`src/rtl/adc_regs_pkg.sv`:
```
package adc_regs_pkg;

  // register offsets
  localparam logic [4:0] OFF_CURRENT = 5'h00;
  localparam logic [4:0] OFF_VOLT_ONE = 5'h01;
  localparam logic [4:0] OFF_VOLT_TWO = 5'h02;
  localparam logic [4:0] OFF_RSVD_WIDE = 5'h03;
  localparam logic [4:0] OFF_SAMPLE_CRC = 5'h04;
  localparam logic [4:0] OFF_SETTINGS_CRC = 5'h05;
  localparam logic [4:0] OFF_RSVD_HALF = 5'h06;
  localparam logic [4:0] OFF_CAPTURE = 5'h07;
  localparam logic [4:0] OFF_SETUP = 5'h08;
  localparam logic [4:0] OFF_PRIMARY = 5'h09;
  localparam logic [4:0] OFF_KEY = 5'h0a;
  localparam logic [4:0] OFF_ALIGN_CMD = 5'h0b;
  localparam logic [4:0] OFF_COUNT_LOW = 5'h0c;
  localparam logic [4:0] OFF_COUNT_HIGH = 5'h0d;
  localparam logic [4:0] OFF_EMISSION = 5'h0e;
  localparam logic [4:0] OFF_SECONDARY = 5'h0f;
  localparam logic [4:0] OFF_RSVD_RW_A = 5'h10;
  localparam logic [4:0] OFF_RSVD_RW_B = 5'h11;
  localparam logic [4:0] OFF_TEMP_OFFSET = 5'h18;

  // reset values
  localparam logic [7:0] SETUP_RESET = 8'h00;
  localparam logic [7:0] PRIMARY_RESET = 8'h01;
  localparam logic [7:0] EMISSION_RESET = 8'hff;
  localparam logic [11:0] COUNT_RESET = 12'h000;
  localparam logic [15:0] CAPTURE_RESET = 16'h0000;
  localparam logic [15:0] CRC_INIT = 16'hffff;
  localparam logic [15:0] CRC_POLY = 16'h1021;

  // keys and commands
  localparam logic [7:0] KEY_PROTECT = 8'hca;
  localparam logic [7:0] KEY_UNPROTECT = 8'h9c;
  localparam logic [7:0] CMD_ALIGN = 8'h01;
  localparam logic [7:0] CMD_CAPTURE = 8'h02;

  // field positions
  localparam int SETUP_SWRST_BIT = 6;
  localparam int PRIMARY_BUSY_BIT = 0;
  localparam int PRIMARY_CRC_BIT = 1;
  localparam int PRIMARY_PROT_BIT = 2;
  localparam int HDR_READ_BIT = 2;

  // timing: readiness after reset
  localparam int STARTUP_MS = 20;
  localparam int CLOCK_HZ = 25000000;
  localparam int STARTUP_CYCLES = STARTUP_MS * (CLOCK_HZ / 1000);

  // serial pins grouped after synchronising
  typedef struct packed {
    logic sclk;
    logic cs_n;
    logic mosi;
  } serial_pins_t;

  // setup fields driven to the converter
  typedef struct packed {
    logic bandwidth_low;
    logic [1:0] rate_sel;
    logic temp_sel;
    logic power_down;
    logic clock_out_en;
  } setup_out_t;

endpackage

```
`src/rtl/adc_regs.sv`:
```
`timescale 1ns/1ns
`default_nettype none
module adc_regs #(
  parameter int STARTUP = adc_regs_pkg::STARTUP_CYCLES,
  parameter logic [2:0] VERSION = 3'h1 // arbitrary value
) (
  // clock and reset
  input wire logic mclk,
  input wire logic resetn,
  // serial port pins
  input wire logic sclk,
  input wire logic cs_n,
  input wire logic mosi,
  output logic miso,
  output logic miso_oe,
  // converter side
  input wire logic [23:0] current_in,
  input wire logic [23:0] volt_one_in,
  input wire logic [23:0] volt_two_in,
  input wire logic sample_strobe,
  input wire logic [7:0] temp_offset_in,
  output adc_regs_pkg::setup_out_t setup_out,
  output logic [7:0] emission_out,
  output logic busy
);

  ////////////////////////////////////////////////////////////////////////
  // pin synchronisers: a change counts once stages two and three agree
  logic [2:0] pin_raw;
  logic [2:0] sync1;
  logic [2:0] sync2;
  logic [2:0] sync3;
  logic [2:0] pin_stable;
  adc_regs_pkg::serial_pins_t pins;
  assign pin_raw = {sclk, cs_n, mosi};

  genvar gi;
  generate
    for (gi = 0; gi < 3; gi++) begin : g_sync
      always_ff @(posedge mclk or negedge resetn) begin
        if (!resetn) begin
          sync1[gi] <= (gi != 0);
          sync2[gi] <= (gi != 0);
          sync3[gi] <= (gi != 0);
          pin_stable[gi] <= (gi != 0);
        end else begin
          sync1[gi] <= pin_raw[gi];
          sync2[gi] <= sync1[gi];
          sync3[gi] <= sync2[gi];
          if (sync2[gi] == sync3[gi]) begin
            pin_stable[gi] <= sync3[gi];
          end
        end
      end
    end
  endgenerate
  assign pins = pin_stable;

  // edge detect on filtered clock, gated by select
  logic sclk_prev;
  logic sclk_rise;
  logic sclk_fall;
  always_ff @(posedge mclk or negedge resetn) begin
    if (!resetn) begin
      sclk_prev <= 1'b1;
    end else begin
      sclk_prev <= pins.sclk;
    end
  end
  assign sclk_rise = pins.sclk && !sclk_prev && !pins.cs_n;
  assign sclk_fall = !pins.sclk && sclk_prev && !pins.cs_n;

  ////////////////////////////////////////////////////////////////////////
  // frame decode: header {addr[4:0], read, 2'b00}, then data msb first
  logic [4:0] bit_count;
  logic [7:0] in_shift;
  logic [7:0] header;
  logic [23:0] out_shift;
  logic [7:0] next_in;
  logic hdr_done;
  logic wr_commit;
  logic [4:0] hdr_addr;
  logic hdr_read;
  assign next_in = {in_shift[6:0], pins.mosi};
  assign hdr_done = sclk_rise && bit_count == 5'd7;
  assign wr_commit = sclk_rise && bit_count == 5'd15 && !header[adc_regs_pkg::HDR_READ_BIT];
  assign hdr_addr = next_in[7:3];
  assign hdr_read = next_in[adc_regs_pkg::HDR_READ_BIT];

  always_ff @(posedge mclk or negedge resetn) begin
    if (!resetn) begin
      bit_count <= 5'd0;
      in_shift <= 8'h00;
      header <= 8'h00;
    end else if (pins.cs_n) begin
      bit_count <= 5'd0;
    end else if (sclk_rise) begin
      in_shift <= next_in;
      if (bit_count != 5'd31) begin
        bit_count <= bit_count + 5'd1;
      end
      if (bit_count == 5'd7) begin
        header <= next_in;
      end
    end
  end

  ////////////////////////////////////////////////////////////////////////
  // register state
  logic [23:0] current_sample;
  logic [23:0] voltage_one_sample;
  logic [23:0] voltage_two_sample;
  logic [15:0] sample_checksum;
  logic [15:0] settings_checksum;
  logic [15:0] align_count_capture;
  logic [7:0] setup_control;
  logic [7:0] emission_control;
  logic [11:0] align_count;
  logic [7:0] rsvd_rw_a;
  logic [7:0] rsvd_rw_b;
  logic protect;
  logic crc_changed;
  logic soft_rst;
  logic [31:0] start_count;
  logic [7:0] primary_flags;
  logic [7:0] secondary_flags;
  logic [7:0] temperature_offset;
  logic settings_wr_ok;

  // protection gates every settings write
  assign settings_wr_ok = wr_commit && !protect;

  always_ff @(posedge mclk or negedge resetn) begin
    if (!resetn) begin
      current_sample <= 24'h000000;
      voltage_one_sample <= 24'h000000;
      voltage_two_sample <= 24'h000000;
      temperature_offset <= 8'h00;
    end else if (soft_rst) begin
      current_sample <= 24'h000000;
      voltage_one_sample <= 24'h000000;
      voltage_two_sample <= 24'h000000;
    end else if (sample_strobe) begin
      current_sample <= current_in;
      voltage_one_sample <= volt_one_in;
      voltage_two_sample <= volt_two_in;
      temperature_offset <= temp_offset_in;
    end
  end

  // crc-16 over a left-aligned bit string of the given length
  function automatic logic [15:0] crc16(input logic [71:0] data, input int nbits);
    logic [15:0] c;
    c = adc_regs_pkg::CRC_INIT;
    for (int i = 0; i < 72; i++) begin
      if (i < nbits) begin
        c = (c[15] ^ data[71 - i]) ? ({c[14:0], 1'b0} ^ adc_regs_pkg::CRC_POLY)
                                   : {c[14:0], 1'b0};
      end
    end
    return c;
  endfunction

  logic [15:0] next_settings_crc;
  assign next_settings_crc = crc16({setup_control, emission_control, 4'h0, align_count,
                                    40'h0000000000}, 32);
  always_ff @(posedge mclk or negedge resetn) begin
    if (!resetn) begin
      sample_checksum <= adc_regs_pkg::CRC_INIT;
      settings_checksum <= adc_regs_pkg::CRC_INIT;
    end else begin
      sample_checksum <= crc16({current_sample, voltage_one_sample, voltage_two_sample}, 72);
      settings_checksum <= next_settings_crc;
    end
  end

  // setup register, software reset bit becomes a one-cycle pulse
  always_ff @(posedge mclk or negedge resetn) begin
    if (!resetn) begin
      setup_control <= adc_regs_pkg::SETUP_RESET;
      soft_rst <= 1'b0;
    end else begin
      soft_rst <= settings_wr_ok && header[7:3] == adc_regs_pkg::OFF_SETUP
                  && next_in[adc_regs_pkg::SETUP_SWRST_BIT];
      if (soft_rst) begin
        setup_control <= adc_regs_pkg::SETUP_RESET;
      end else if (settings_wr_ok && header[7:3] == adc_regs_pkg::OFF_SETUP) begin
        setup_control <= next_in & ~(8'h01 << adc_regs_pkg::SETUP_SWRST_BIT);
      end
    end
  end

  // reserved read-write locations accept writes but hold no function
  always_ff @(posedge mclk or negedge resetn) begin
    if (!resetn) begin
      emission_control <= adc_regs_pkg::EMISSION_RESET;
      rsvd_rw_a <= 8'h00;
      rsvd_rw_b <= 8'h00;
    end else if (soft_rst) begin
      emission_control <= adc_regs_pkg::EMISSION_RESET;
      rsvd_rw_a <= 8'h00;
      rsvd_rw_b <= 8'h00;
    end else if (settings_wr_ok) begin
      if (header[7:3] == adc_regs_pkg::OFF_EMISSION) begin
        emission_control <= next_in;
      end else if (header[7:3] == adc_regs_pkg::OFF_RSVD_RW_A) begin
        rsvd_rw_a <= next_in;
      end else if (header[7:3] == adc_regs_pkg::OFF_RSVD_RW_B) begin
        rsvd_rw_b <= next_in;
      end
    end
  end

  // free-running alignment counter, host may load either half
  // align command: 0x01 restarts count, 0x02 captures it
  always_ff @(posedge mclk or negedge resetn) begin
    if (!resetn) begin
      align_count <= adc_regs_pkg::COUNT_RESET;
      align_count_capture <= adc_regs_pkg::CAPTURE_RESET;
    end else if (soft_rst) begin
      align_count <= adc_regs_pkg::COUNT_RESET;
      align_count_capture <= adc_regs_pkg::CAPTURE_RESET;
    end else if (settings_wr_ok && header[7:3] == adc_regs_pkg::OFF_COUNT_LOW) begin
      align_count <= {align_count[11:8], next_in};
    end else if (settings_wr_ok && header[7:3] == adc_regs_pkg::OFF_COUNT_HIGH) begin
      align_count <= {next_in[3:0], align_count[7:0]};
    end else if (settings_wr_ok && header[7:3] == adc_regs_pkg::OFF_ALIGN_CMD
                 && next_in == adc_regs_pkg::CMD_ALIGN) begin
      align_count <= adc_regs_pkg::COUNT_RESET;
    end else begin
      align_count <= align_count + 12'h001;
      if (settings_wr_ok && header[7:3] == adc_regs_pkg::OFF_ALIGN_CMD
          && next_in == adc_regs_pkg::CMD_CAPTURE) begin
        align_count_capture <= {4'h0, align_count};
      end
    end
  end

  // protection key; key writes pass even while protected
  always_ff @(posedge mclk or negedge resetn) begin
    if (!resetn) begin
      protect <= 1'b0;
    end else if (soft_rst) begin
      protect <= 1'b0;
    end else if (wr_commit && header[7:3] == adc_regs_pkg::OFF_KEY) begin
      if (next_in == adc_regs_pkg::KEY_PROTECT) begin
        protect <= 1'b1;
      end else if (next_in == adc_regs_pkg::KEY_UNPROTECT) begin
        protect <= 1'b0;
      end
    end
  end

  // busy until the startup count expires after any reset
  // checksum-change flag: change sets it, reading flags clears it, set wins
  logic rd_primary;
  assign rd_primary = hdr_done && hdr_read && hdr_addr == adc_regs_pkg::OFF_PRIMARY;
  always_ff @(posedge mclk or negedge resetn) begin
    if (!resetn) begin
      start_count <= 32'd0;
      busy <= 1'b1;
      crc_changed <= 1'b0;
    end else begin
      if (soft_rst) begin
        start_count <= 32'd0;
        busy <= 1'b1;
      end else if (busy) begin
        start_count <= start_count + 32'd1;
        busy <= (start_count + 32'd1) < 32'(STARTUP);
      end
      if (!busy && next_settings_crc != settings_checksum) begin
        crc_changed <= 1'b1;
      end else if (rd_primary || soft_rst) begin
        crc_changed <= 1'b0;
      end
    end
  end

  always_comb begin
    primary_flags = 8'h00;
    primary_flags[adc_regs_pkg::PRIMARY_BUSY_BIT] = busy;
    primary_flags[adc_regs_pkg::PRIMARY_CRC_BIT] = crc_changed;
    primary_flags[adc_regs_pkg::PRIMARY_PROT_BIT] = protect;
    secondary_flags = {5'h00, VERSION};
  end

  ////////////////////////////////////////////////////////////////////////
  // read mux, left aligned so the msb leaves first
  // reserved wide and reserved half, plus write-only keys, read zero
  logic [23:0] rd_value;
  always_comb begin
    if (hdr_addr == adc_regs_pkg::OFF_CURRENT) begin
      rd_value = current_sample;
    end else if (hdr_addr == adc_regs_pkg::OFF_VOLT_ONE) begin
      rd_value = voltage_one_sample;
    end else if (hdr_addr == adc_regs_pkg::OFF_VOLT_TWO) begin
      rd_value = voltage_two_sample;
    end else if (hdr_addr == adc_regs_pkg::OFF_SAMPLE_CRC) begin
      rd_value = {sample_checksum, 8'h00};
    end else if (hdr_addr == adc_regs_pkg::OFF_SETTINGS_CRC) begin
      rd_value = {settings_checksum, 8'h00};
    end else if (hdr_addr == adc_regs_pkg::OFF_CAPTURE) begin
      rd_value = {align_count_capture, 8'h00};
    end else if (hdr_addr == adc_regs_pkg::OFF_SETUP) begin
      rd_value = {setup_control, 16'h0000};
    end else if (hdr_addr == adc_regs_pkg::OFF_PRIMARY) begin
      rd_value = {primary_flags, 16'h0000};
    end else if (hdr_addr == adc_regs_pkg::OFF_COUNT_LOW) begin
      rd_value = {align_count[7:0], 16'h0000};
    end else if (hdr_addr == adc_regs_pkg::OFF_COUNT_HIGH) begin
      rd_value = {4'h0, align_count[11:8], 16'h0000};
    end else if (hdr_addr == adc_regs_pkg::OFF_EMISSION) begin
      rd_value = {emission_control, 16'h0000};
    end else if (hdr_addr == adc_regs_pkg::OFF_SECONDARY) begin
      rd_value = {secondary_flags, 16'h0000};
    end else if (hdr_addr == adc_regs_pkg::OFF_RSVD_RW_A) begin
      rd_value = {rsvd_rw_a, 16'h0000};
    end else if (hdr_addr == adc_regs_pkg::OFF_RSVD_RW_B) begin
      rd_value = {rsvd_rw_b, 16'h0000};
    end else if (hdr_addr == adc_regs_pkg::OFF_TEMP_OFFSET) begin
      rd_value = {temperature_offset, 16'h0000};
    end else begin
      rd_value = 24'h000000;
    end
  end

  // read-only offsets have no write path above; shifter only reads
  always_ff @(posedge mclk or negedge resetn) begin
    if (!resetn) begin
      out_shift <= 24'h000000;
    end else if (hdr_done) begin
      out_shift <= hdr_read ? rd_value : 24'h000000;
    end else if (sclk_fall && bit_count > 5'd8) begin
      out_shift <= {out_shift[22:0], 1'b0};
    end
  end

  // outputs from flip-flops; miso driven only inside a frame
  always_ff @(posedge mclk or negedge resetn) begin
    if (!resetn) begin
      miso <= 1'b0;
      miso_oe <= 1'b0;
      setup_out <= '0;
      emission_out <= adc_regs_pkg::EMISSION_RESET;
    end else begin
      miso <= out_shift[23];
      miso_oe <= !pins.cs_n;
      setup_out <= {setup_control[7], setup_control[5:2], setup_control[0]};
      emission_out <= emission_control;
    end
  end

  ////////////////////////////////////////////////////////////////////////
  // checks
  a_reserved_wide_zero: assert property (@(posedge mclk) disable iff (!resetn)
    hdr_done && hdr_read && hdr_addr == adc_regs_pkg::OFF_RSVD_WIDE |=> out_shift == 24'h000000)
    else $error("reserved wide location read nonzero");
  a_reserved_half_zero: assert property (@(posedge mclk) disable iff (!resetn)
    hdr_done && hdr_read && hdr_addr == adc_regs_pkg::OFF_RSVD_HALF |=> out_shift == 24'h000000)
    else $error("reserved half location read nonzero");
  a_key_reads_zero: assert property (@(posedge mclk) disable iff (!resetn)
    hdr_done && hdr_read && hdr_addr == adc_regs_pkg::OFF_KEY |=> out_shift == 24'h000000)
    else $error("protection key read nonzero");
  a_lock_sets_protect: assert property (@(posedge mclk) disable iff (!resetn)
    wr_commit && header[7:3] == adc_regs_pkg::OFF_KEY && next_in == adc_regs_pkg::KEY_PROTECT
    |=> protect ##1 primary_flags[adc_regs_pkg::PRIMARY_PROT_BIT])
    else $error("protect key did not lock");
  a_protected_setup_held: assert property (@(posedge mclk) disable iff (!resetn)
    protect && wr_commit && header[7:3] == adc_regs_pkg::OFF_SETUP |=> $stable(setup_control))
    else $error("setup changed while protected");
  a_capture_copy: assert property (@(posedge mclk) disable iff (!resetn)
    settings_wr_ok && header[7:3] == adc_regs_pkg::OFF_ALIGN_CMD
    && next_in == adc_regs_pkg::CMD_CAPTURE |=> align_count_capture == {4'h0, $past(align_count)})
    else $error("capture did not copy counter");
  a_readonly_kept: assert property (@(posedge mclk) disable iff (!resetn)
    wr_commit && header[7:3] == adc_regs_pkg::OFF_CAPTURE |=> $stable(align_count_capture))
    else $error("read-only capture changed on write");
  a_soft_reset_busy: assert property (@(posedge mclk) disable iff (!resetn)
    soft_rst |=> busy && setup_control == adc_regs_pkg::SETUP_RESET
    && emission_control == adc_regs_pkg::EMISSION_RESET)
    else $error("software reset did not restore defaults");
  a_version_read: assert property (@(posedge mclk) disable iff (!resetn)
    hdr_done && hdr_read && hdr_addr == adc_regs_pkg::OFF_SECONDARY
    |=> out_shift[18:16] == VERSION && out_shift[23:19] == 5'h00)
    else $error("version field wrong");

endmodule
`default_nettype wire

```
`config.mk`:
```
export PLATFORM = sky130hd
export DESIGN_NAME = adc_regs
export DESIGN_NICKNAME = d
export VERILOG_FILES = /design/src/rtl/adc_regs_pkg.sv /design/src/rtl/adc_regs.sv
export SDC_FILE = /design/constraint.sdc
export NUM_CORES = 1
export LEC_CHECK = 0
export BUFFER_PORTS_ARGS = -buffer_cell sky130_fd_sc_hd__buf_2
export CAP_MARGIN = 20
export CORE_UTILIZATION = 40
export DETAILED_ROUTE_END_ITERATION = 10
export SLEW_MARGIN = 20
export SYNTH_ARGS = -nofsm -noshare
export SYNTH_HDL_FRONTEND = slang
export SYNTH_SLANG_ARGS = --single-unit
```
`constraint.sdc`:
```
create_clock -name mclk -period 12.5 [get_ports mclk]
set_clock_uncertainty 0.1 [all_clocks]
set_input_delay 0.625 -clock mclk [delete_from_list [all_inputs] [get_ports mclk]]
set_output_delay 0.625 -clock mclk [all_outputs]
set_load 0.05 [all_outputs]
```
After elaboration in Yosys (flattened, before gate mapping):

Cells that the tools add are included.

* register bits after elaboration: 281
* input bits: 86
* output and inout port bits: 17
* word-level logic and storage cells: 504

* $lt $le $gt $ge: 2
* bitwise gates (word level): 202
* reductions and logical operators: 51
* add/sub/neg operators: 3
* equal/unequal tests: 39
* muxes and demuxes: 164

Operators by type and width (number)
* 2-to-1 mux 13 bit: 104
* 2-to-1 mux 24 bit: 24
* inverter 3 bit: 102
* 2-to-1 mux 8 bit: 14
* XOR 1 bit: 92
* 2-to-1 mux 16 bit: 5
* equality test 5 x 4 -> 1 bit (second input constant): 13
* 2-to-1 mux 32 bit: 2
* 2-to-1 mux 12 bit: 4
* adder 32 x 1 -> 32 bit (second input constant): 1
* less-than comparator 32 x 19 -> 1 bit (second input constant): 1
* nonzero test 2 bit: 13
* equality test 5 bit (second input constant): 5
* equality test 5 x 3 -> 1 bit (second input constant): 4
* logical AND 1 bit: 20
* equality test 8 bit (second input constant): 2
* != test 16 bit: 1
* 2-to-1 mux 5 bit: 3
* adder 12 x 1 -> 12 bit (second input constant): 1
* != test 2 bit (second input constant): 5
* AND reduction 2 bit: 5
* equality test 8 x 1 -> 1 bit (second input constant): 1
* equality test 8 x 2 -> 1 bit (second input constant): 1
* 2-to-1 mux 1 bit: 8
* 15 further kinds: 30

Depth between registers and ports, before layout:

* depth in word-level cells: 143
* gate-level depth with buffers: 12
* gate-level depth less buffers: 11

Worst setup path before layout:

OpenSTA, ideal clock, no wires.

* kind: flip-flop to flip-flop
* start: register current_sample[14]
* end: register sample_checksum[12]
* setup slack: 8.311 ns
* arrival: 3.999 ns
* library setup time: 0.090 ns
* stages on the path, launching flop included: 11
* required time: 12.310 ns
* clock period less this slack: 4.189 ns
* path buffers: 1
* cell sequence: dfrtp_1 buf_2 xnor3_2 xnor2_2 xnor3_2 xnor3_2 xor2_2 xor3_2 xor3_2 xnor3_2 xnor3_1

* longest elaborated chain between the ends: 60
* elaborated cells between the ends (all ways): 141
* classes of those cells: mux: 63; bitwise: 78

Ends and longest elaborated chain
* from (decl): line adc_regs.sv:110 `logic [23:0] current_sample;`
* from (signal assigned): line adc_regs.sv:144 `current_sample <= current_in;`
* XOR 1 bit *: line adc_regs.sv:157 `c = (c[15] ^ data[71 - i]) ? ({c[14:0], 1'b0} ^ adc_regs_pkg::CRC_POLY)`
* 2-to-1 mux 13 bit *: line adc_regs.sv:157
* 2-to-1 mux 13 bit (3 in a row): line adc_regs.sv:157
* 2-to-1 mux 13 bit *: line adc_regs.sv:157
* 2-to-1 mux 13 bit (2 in a row): line adc_regs.sv:157
* inverter 3 bit (no source line)
* 2-to-1 mux 13 bit: line adc_regs.sv:157
* XOR 1 bit: line adc_regs.sv:157
* (+37 left out)
* inverter 3 bit (no source line)
* 2-to-1 mux 13 bit: line adc_regs.sv:157
* XOR 1 bit: line adc_regs.sv:157
* 2-to-1 mux 13 bit (3 in a row): line adc_regs.sv:157
* 2-to-1 mux 13 bit *: line adc_regs.sv:157
* 2-to-1 mux 13 bit (3 in a row): line adc_regs.sv:157
* inverter 3 bit (no source line)
* 2-to-1 mux 13 bit *: line adc_regs.sv:157
* to (signal assigned): line adc_regs.sv:169 `sample_checksum <= adc_regs_pkg::CRC_INIT;`
* to (signal assigned): line adc_regs.sv:172 `sample_checksum <= crc16({current_sample, voltage_one_sample, voltage_two_sample}, 72);`
* to (decl): line adc_regs.sv:113 `logic [15:0] sample_checksum;`

Every way passes the cells marked *; elsewhere a longest branch is shown, timed or not.
A chain may end at the register's enable or synchronous reset.

Final worst setup path:

* start: register current_sample[19]
* end: register sample_checksum[12]

* longest elaborated chain between the ends: 66
* elaborated cells between the ends (all ways): 156
* classes of those cells: mux: 68; bitwise: 88

Ends and longest elaborated chain (line)
* XOR 1 bit *: adc_regs.sv:157
* 2-to-1 mux 13 bit *: adc_regs.sv:157
* 2-to-1 mux 13 bit (3 in a row): adc_regs.sv:157
* 2-to-1 mux 13 bit *: adc_regs.sv:157
* 2-to-1 mux 13 bit or inverter 3 bit (tied branches)
* 2-to-1 mux 13 bit: adc_regs.sv:157
* inverter 3 bit (no source line) or 2-to-1 mux 13 bit (tied branches)
* 2-to-1 mux 13 bit: adc_regs.sv:157
* (+44 left out)
* 2-to-1 mux 13 bit or inverter 3 bit (tied branches)
* 2-to-1 mux 13 bit: adc_regs.sv:157
* inverter 3 bit (no source line) or XOR 1 bit (tied branches)
* 2-to-1 mux 13 bit (3 in a row): adc_regs.sv:157
* 2-to-1 mux 13 bit *: adc_regs.sv:157
* 2-to-1 mux 13 bit (3 in a row): adc_regs.sv:157
* inverter 3 bit (no source line)
* 2-to-1 mux 13 bit *: adc_regs.sv:157

Marked as above.

==> impl_metrics.csv <==
group,metric,value,unit
yosys,synthesis.instances,1562,
layout,area_delta_synth_final,11.9,%
global_route,grt.overflow.total,0,
clock_tree,clk_pin_slew,0.06,ns
worst_setup_path,reg2reg_to,"sample_checksum[12]",
sta,tns,0,ns
yosys,synth.lib_cells_used.distinct,67,
die,die_width,205,um
clock_tree,cts_hold_repair.buffers,0,
layout,drive_above_1_share,0.171,
worst_hold_path,holdCritPathClass,"input pin to asynchronous set/reset pin",
sta,timing.final.hold_violations,0,
die,die_y,205,um
global_route,grt_first_pass_wirelength,70100,um
worst_setup_path,timing.critical_path.required,12.91,ns
outcome,outcome,"finished, final reports clean",
clock_tree,clockRootBuffer,"sky130_fd_sc_hd__clkbuf_16",
yosys,number_of_enable_flip_flop_cells_after_synthesis,0,
place,buffers_on_ports,102,
worst_setup_path,worst_r2r_path_depth,9,
worst_setup_path,timing.critical_path.to,"sample_checksum[12]",
route,dr_total_vias,11900,
yosys,dominantRegCellSynth,"sky130_fd_sc_hd__dfrtp_1",
run,timing.max_cap.violations,0,
global_route,global_route.usage.met3,0.0401,
route,route.detailed.vias_per_inst,5.47,
clock_tree,cts_made_buffers,30,
clock_tree,clock_tree.htree_level_count,1,
worst_setup_path,setup.worst_path.class,"flip-flop to flip-flop",
route,detail_route.wl_per_cell,20.9,um
yosys,synth_fp_nets,1654,
place,dpl-instance-area,17500,um^2
route,remaining_drc_errors,0,
sta,period_utilisation_layout,0.363,
layout,finish.net_count,1703,
worst_setup_path,cp-startpoint,"current_sample[19]",
yosys,syn_avg_cell_area,10.6,um^2
die,core,40800,um^2
sta,hold_slack,0.00684,ns
yosys,async_reset_ff_frac,1.00,
die,die_area,42200,um^2
sta,total_of_endpoints_with_negative_setup_slack_in_the_final_report,0,
sta,worst-slew-pin-transition,1.00,ns
clock_tree,clkSinkCount,274,
clock_tree,cts_tree,"yes",
die,effective_utilization_at_floorplan,0.405,
worst_setup_path,critPathCaptureType,"flip-flop",
worst_setup_path,timing.reg2reg.setup_slack,7.96,ns
global_route,grt_max_degree,119,
sta,maxClockFrequency,220,MHz
yosys,synth_seq_cells,274,
worst_setup_path,worstPathArrival,4.96,ns
yosys,synth.cell_area,16600,um^2
global_route,grt.total_usage,0.218,
yosys,yosysWarningCount,0,
route,route.final.wire_length,45300,um
global_route,grt_antenna_before_repair,0,
clock_tree,post_cts_setup_inserts,0,
yosys,netlist.top_cell.by_area,"sky130_fd_sc_hd__dfrtp_1",
global_route,use_met2,0.346,
worst_setup_path,worst-path-max-fanout,6,
sta,timing.final.max_slew_violations,0,
sta,grt_setup_unrepaired,"false",
clock_tree,ctsResizeCount,0,
sta,slew_headroom,0.325,
yosys,post-synth-top-area-fraction,0.326,
clock_tree,insertion_delay,0.59,ns
place,place.gp.congestion,0.894,
die,boundaryPins,103,
worst_setup_path,timing.rr.start,"current_sample[19]",
worst_setup_path,worstSetupStartpointType,"flip-flop",
route,dr.pass1.iters,5,
yosys,yosysSeqAreaShare,0.419,
global_route,grt_pass1_vias,11700,
clock_tree,cts_max_path_buffers,3,
route,drt.antenna.violating_nets,0,
global_route,met1_track_demand_over_resource_in_global_routing,0.310,
sta,finalCriticalPeriod,4.54,ns
die,fp-row-count,74,
place,hpwl,32400,um
layout,final_cell_area,18500,um^2
global_route,gr-max-usage-layer,"met2",
yosys,synth.top_cells.by_area,"sky130_fd_sc_hd__dfrtp_1 (33%), sky130_fd_sc_hd__dfstp_2 (9.2%), sky130_fd_sc_hd__xnor2_1 (8.5%), sky130_fd_sc_hd__xnor3_1 (8.2%), sky130_fd_sc_hd__mux2i_1 (8.0%)",
layout,n_antenna_cell,0,
route,detailedRoute.firstIterationViolations,1000,
## cells in the mapped netlist, types with 23 or more instances
master and number:
sky130_fd_sc_hd__dfrtp_1 216, sky130_fd_sc_hd__nor2_1 196, sky130_fd_sc_hd__xnor2_1 160, sky130_fd_sc_hd__mux2i_1 133
sky130_fd_sc_hd__nand2_1 114, sky130_fd_sc_hd__clkbuf_1 80, sky130_fd_sc_hd__xor2_1 76, sky130_fd_sc_hd__a21oi_1 61
sky130_fd_sc_hd__xnor3_1 60, sky130_fd_sc_hd__dfstp_2 58, sky130_fd_sc_hd__o21ai_0 49, sky130_fd_sc_hd__nand3_1 30
sky130_fd_sc_hd__inv_1 26, sky130_fd_sc_hd__mux2_2 26, sky130_fd_sc_hd__o22ai_1 23
## worst min-delay path by stage
stage	startpoint	to	cells past startpoint
detailed placement	sync1[0]	sync2[0]	0
global placement	sync1[1]	sync2[1]	0
CTS	sclk	sync1[2]	1
global route	mosi	sync1[0]	1
floorplan	resetn	align_count[0]	0
finish	resetn	setup_out[0]	1
## area by class of cell
cell class	count	area, um^2
clock buffer	44	905
clock inverter	12	106
fill	3872	22300
inverter	26	97.6
multi-input combinational	1161	9160
sequential	274	6940
tap	532	666
timing repair buffer	118	651
## registers in the layout, summed over array words and instances (netlist names), 6 cells and up
signal / cells
align_count: 12
align_count_capture: 12
current_sample: 24
emission_control: 8
emission_out: 8
header: 6
in_shift: 7
out_shift: 24
rsvd_rw_a: 8
rsvd_rw_b: 8
sample_checksum: 16
settings_checksum: 16
setup_control: 7
setup_out: 6
start_count: 32
temperature_offset: 8
voltage_one_sample: 24
voltage_two_sample: 24
## cell families (layout without fill, tap and decap cells)
kind of cell    Yosys count  after routing  synth area share
compound gates          219            219            0.0857
xor+xnor                319            319             0.237
fa+ha+maj                 9              9           0.00635
buf+inv                 127            200            0.0292
flops                   274            274             0.419
mux                     159            159            0.0981
simple gates            455            455             0.125
## worst max-delay path: stages, from the launching register on
cell	delay, ns
sky130_fd_sc_hd__dfrtp_1	0.48
sky130_fd_sc_hd__xnor3_1	0.54
sky130_fd_sc_hd__xnor3_1	0.42
sky130_fd_sc_hd__xor2_1	0.35
sky130_fd_sc_hd__xnor3_1	0.62
sky130_fd_sc_hd__xnor2_2	0.33
sky130_fd_sc_hd__xor3_1	0.37
sky130_fd_sc_hd__xor3_2	0.43
sky130_fd_sc_hd__xnor3_2	0.46
sky130_fd_sc_hd__xnor3_1	0.37
## stage by stage
step	util	std cells	worst slack (ns)
global placement	0.429	2111	8.08
detailed placement	0.429	2111	7.94
CTS	0.453	2167	7.96
finish	0.454	2167	7.96
global route	0.454	2167	7.76
floorplan	-	1562	8.31
## per-layer routing
metal  vias up  wire, um  share of wire
met1      5954     20900           0.46
met2       339     20900           0.46
met3        54      2680          0.059
li1       5508         -              -
met4         0       787          0.017
met5         -         0              0
## placed cells by master, fill, tap and decap left out, drive strengths merged, types with 9 or more instances in the layout
cell type and instances:
xor2 77, mux2i 133, xnor2 166, nor4 9, dfrtp 216, clkbuf 44
xor3 11, nor3 12, nor2b 10, o21ai 49, a21oi 61, a221oi 19
dfstp 58, nor3b 11, nand4 16, xnor3 65, nor2 196, nand3 30
buf 118, and3 16, o22ai 23, nand2 114, clkinv 9, mux2 26
nand2b 11, inv 27
Power is left out: the tool's default activity adds up to more than one toggle a clock period on the data nets, which glitch-free logic cannot reach.
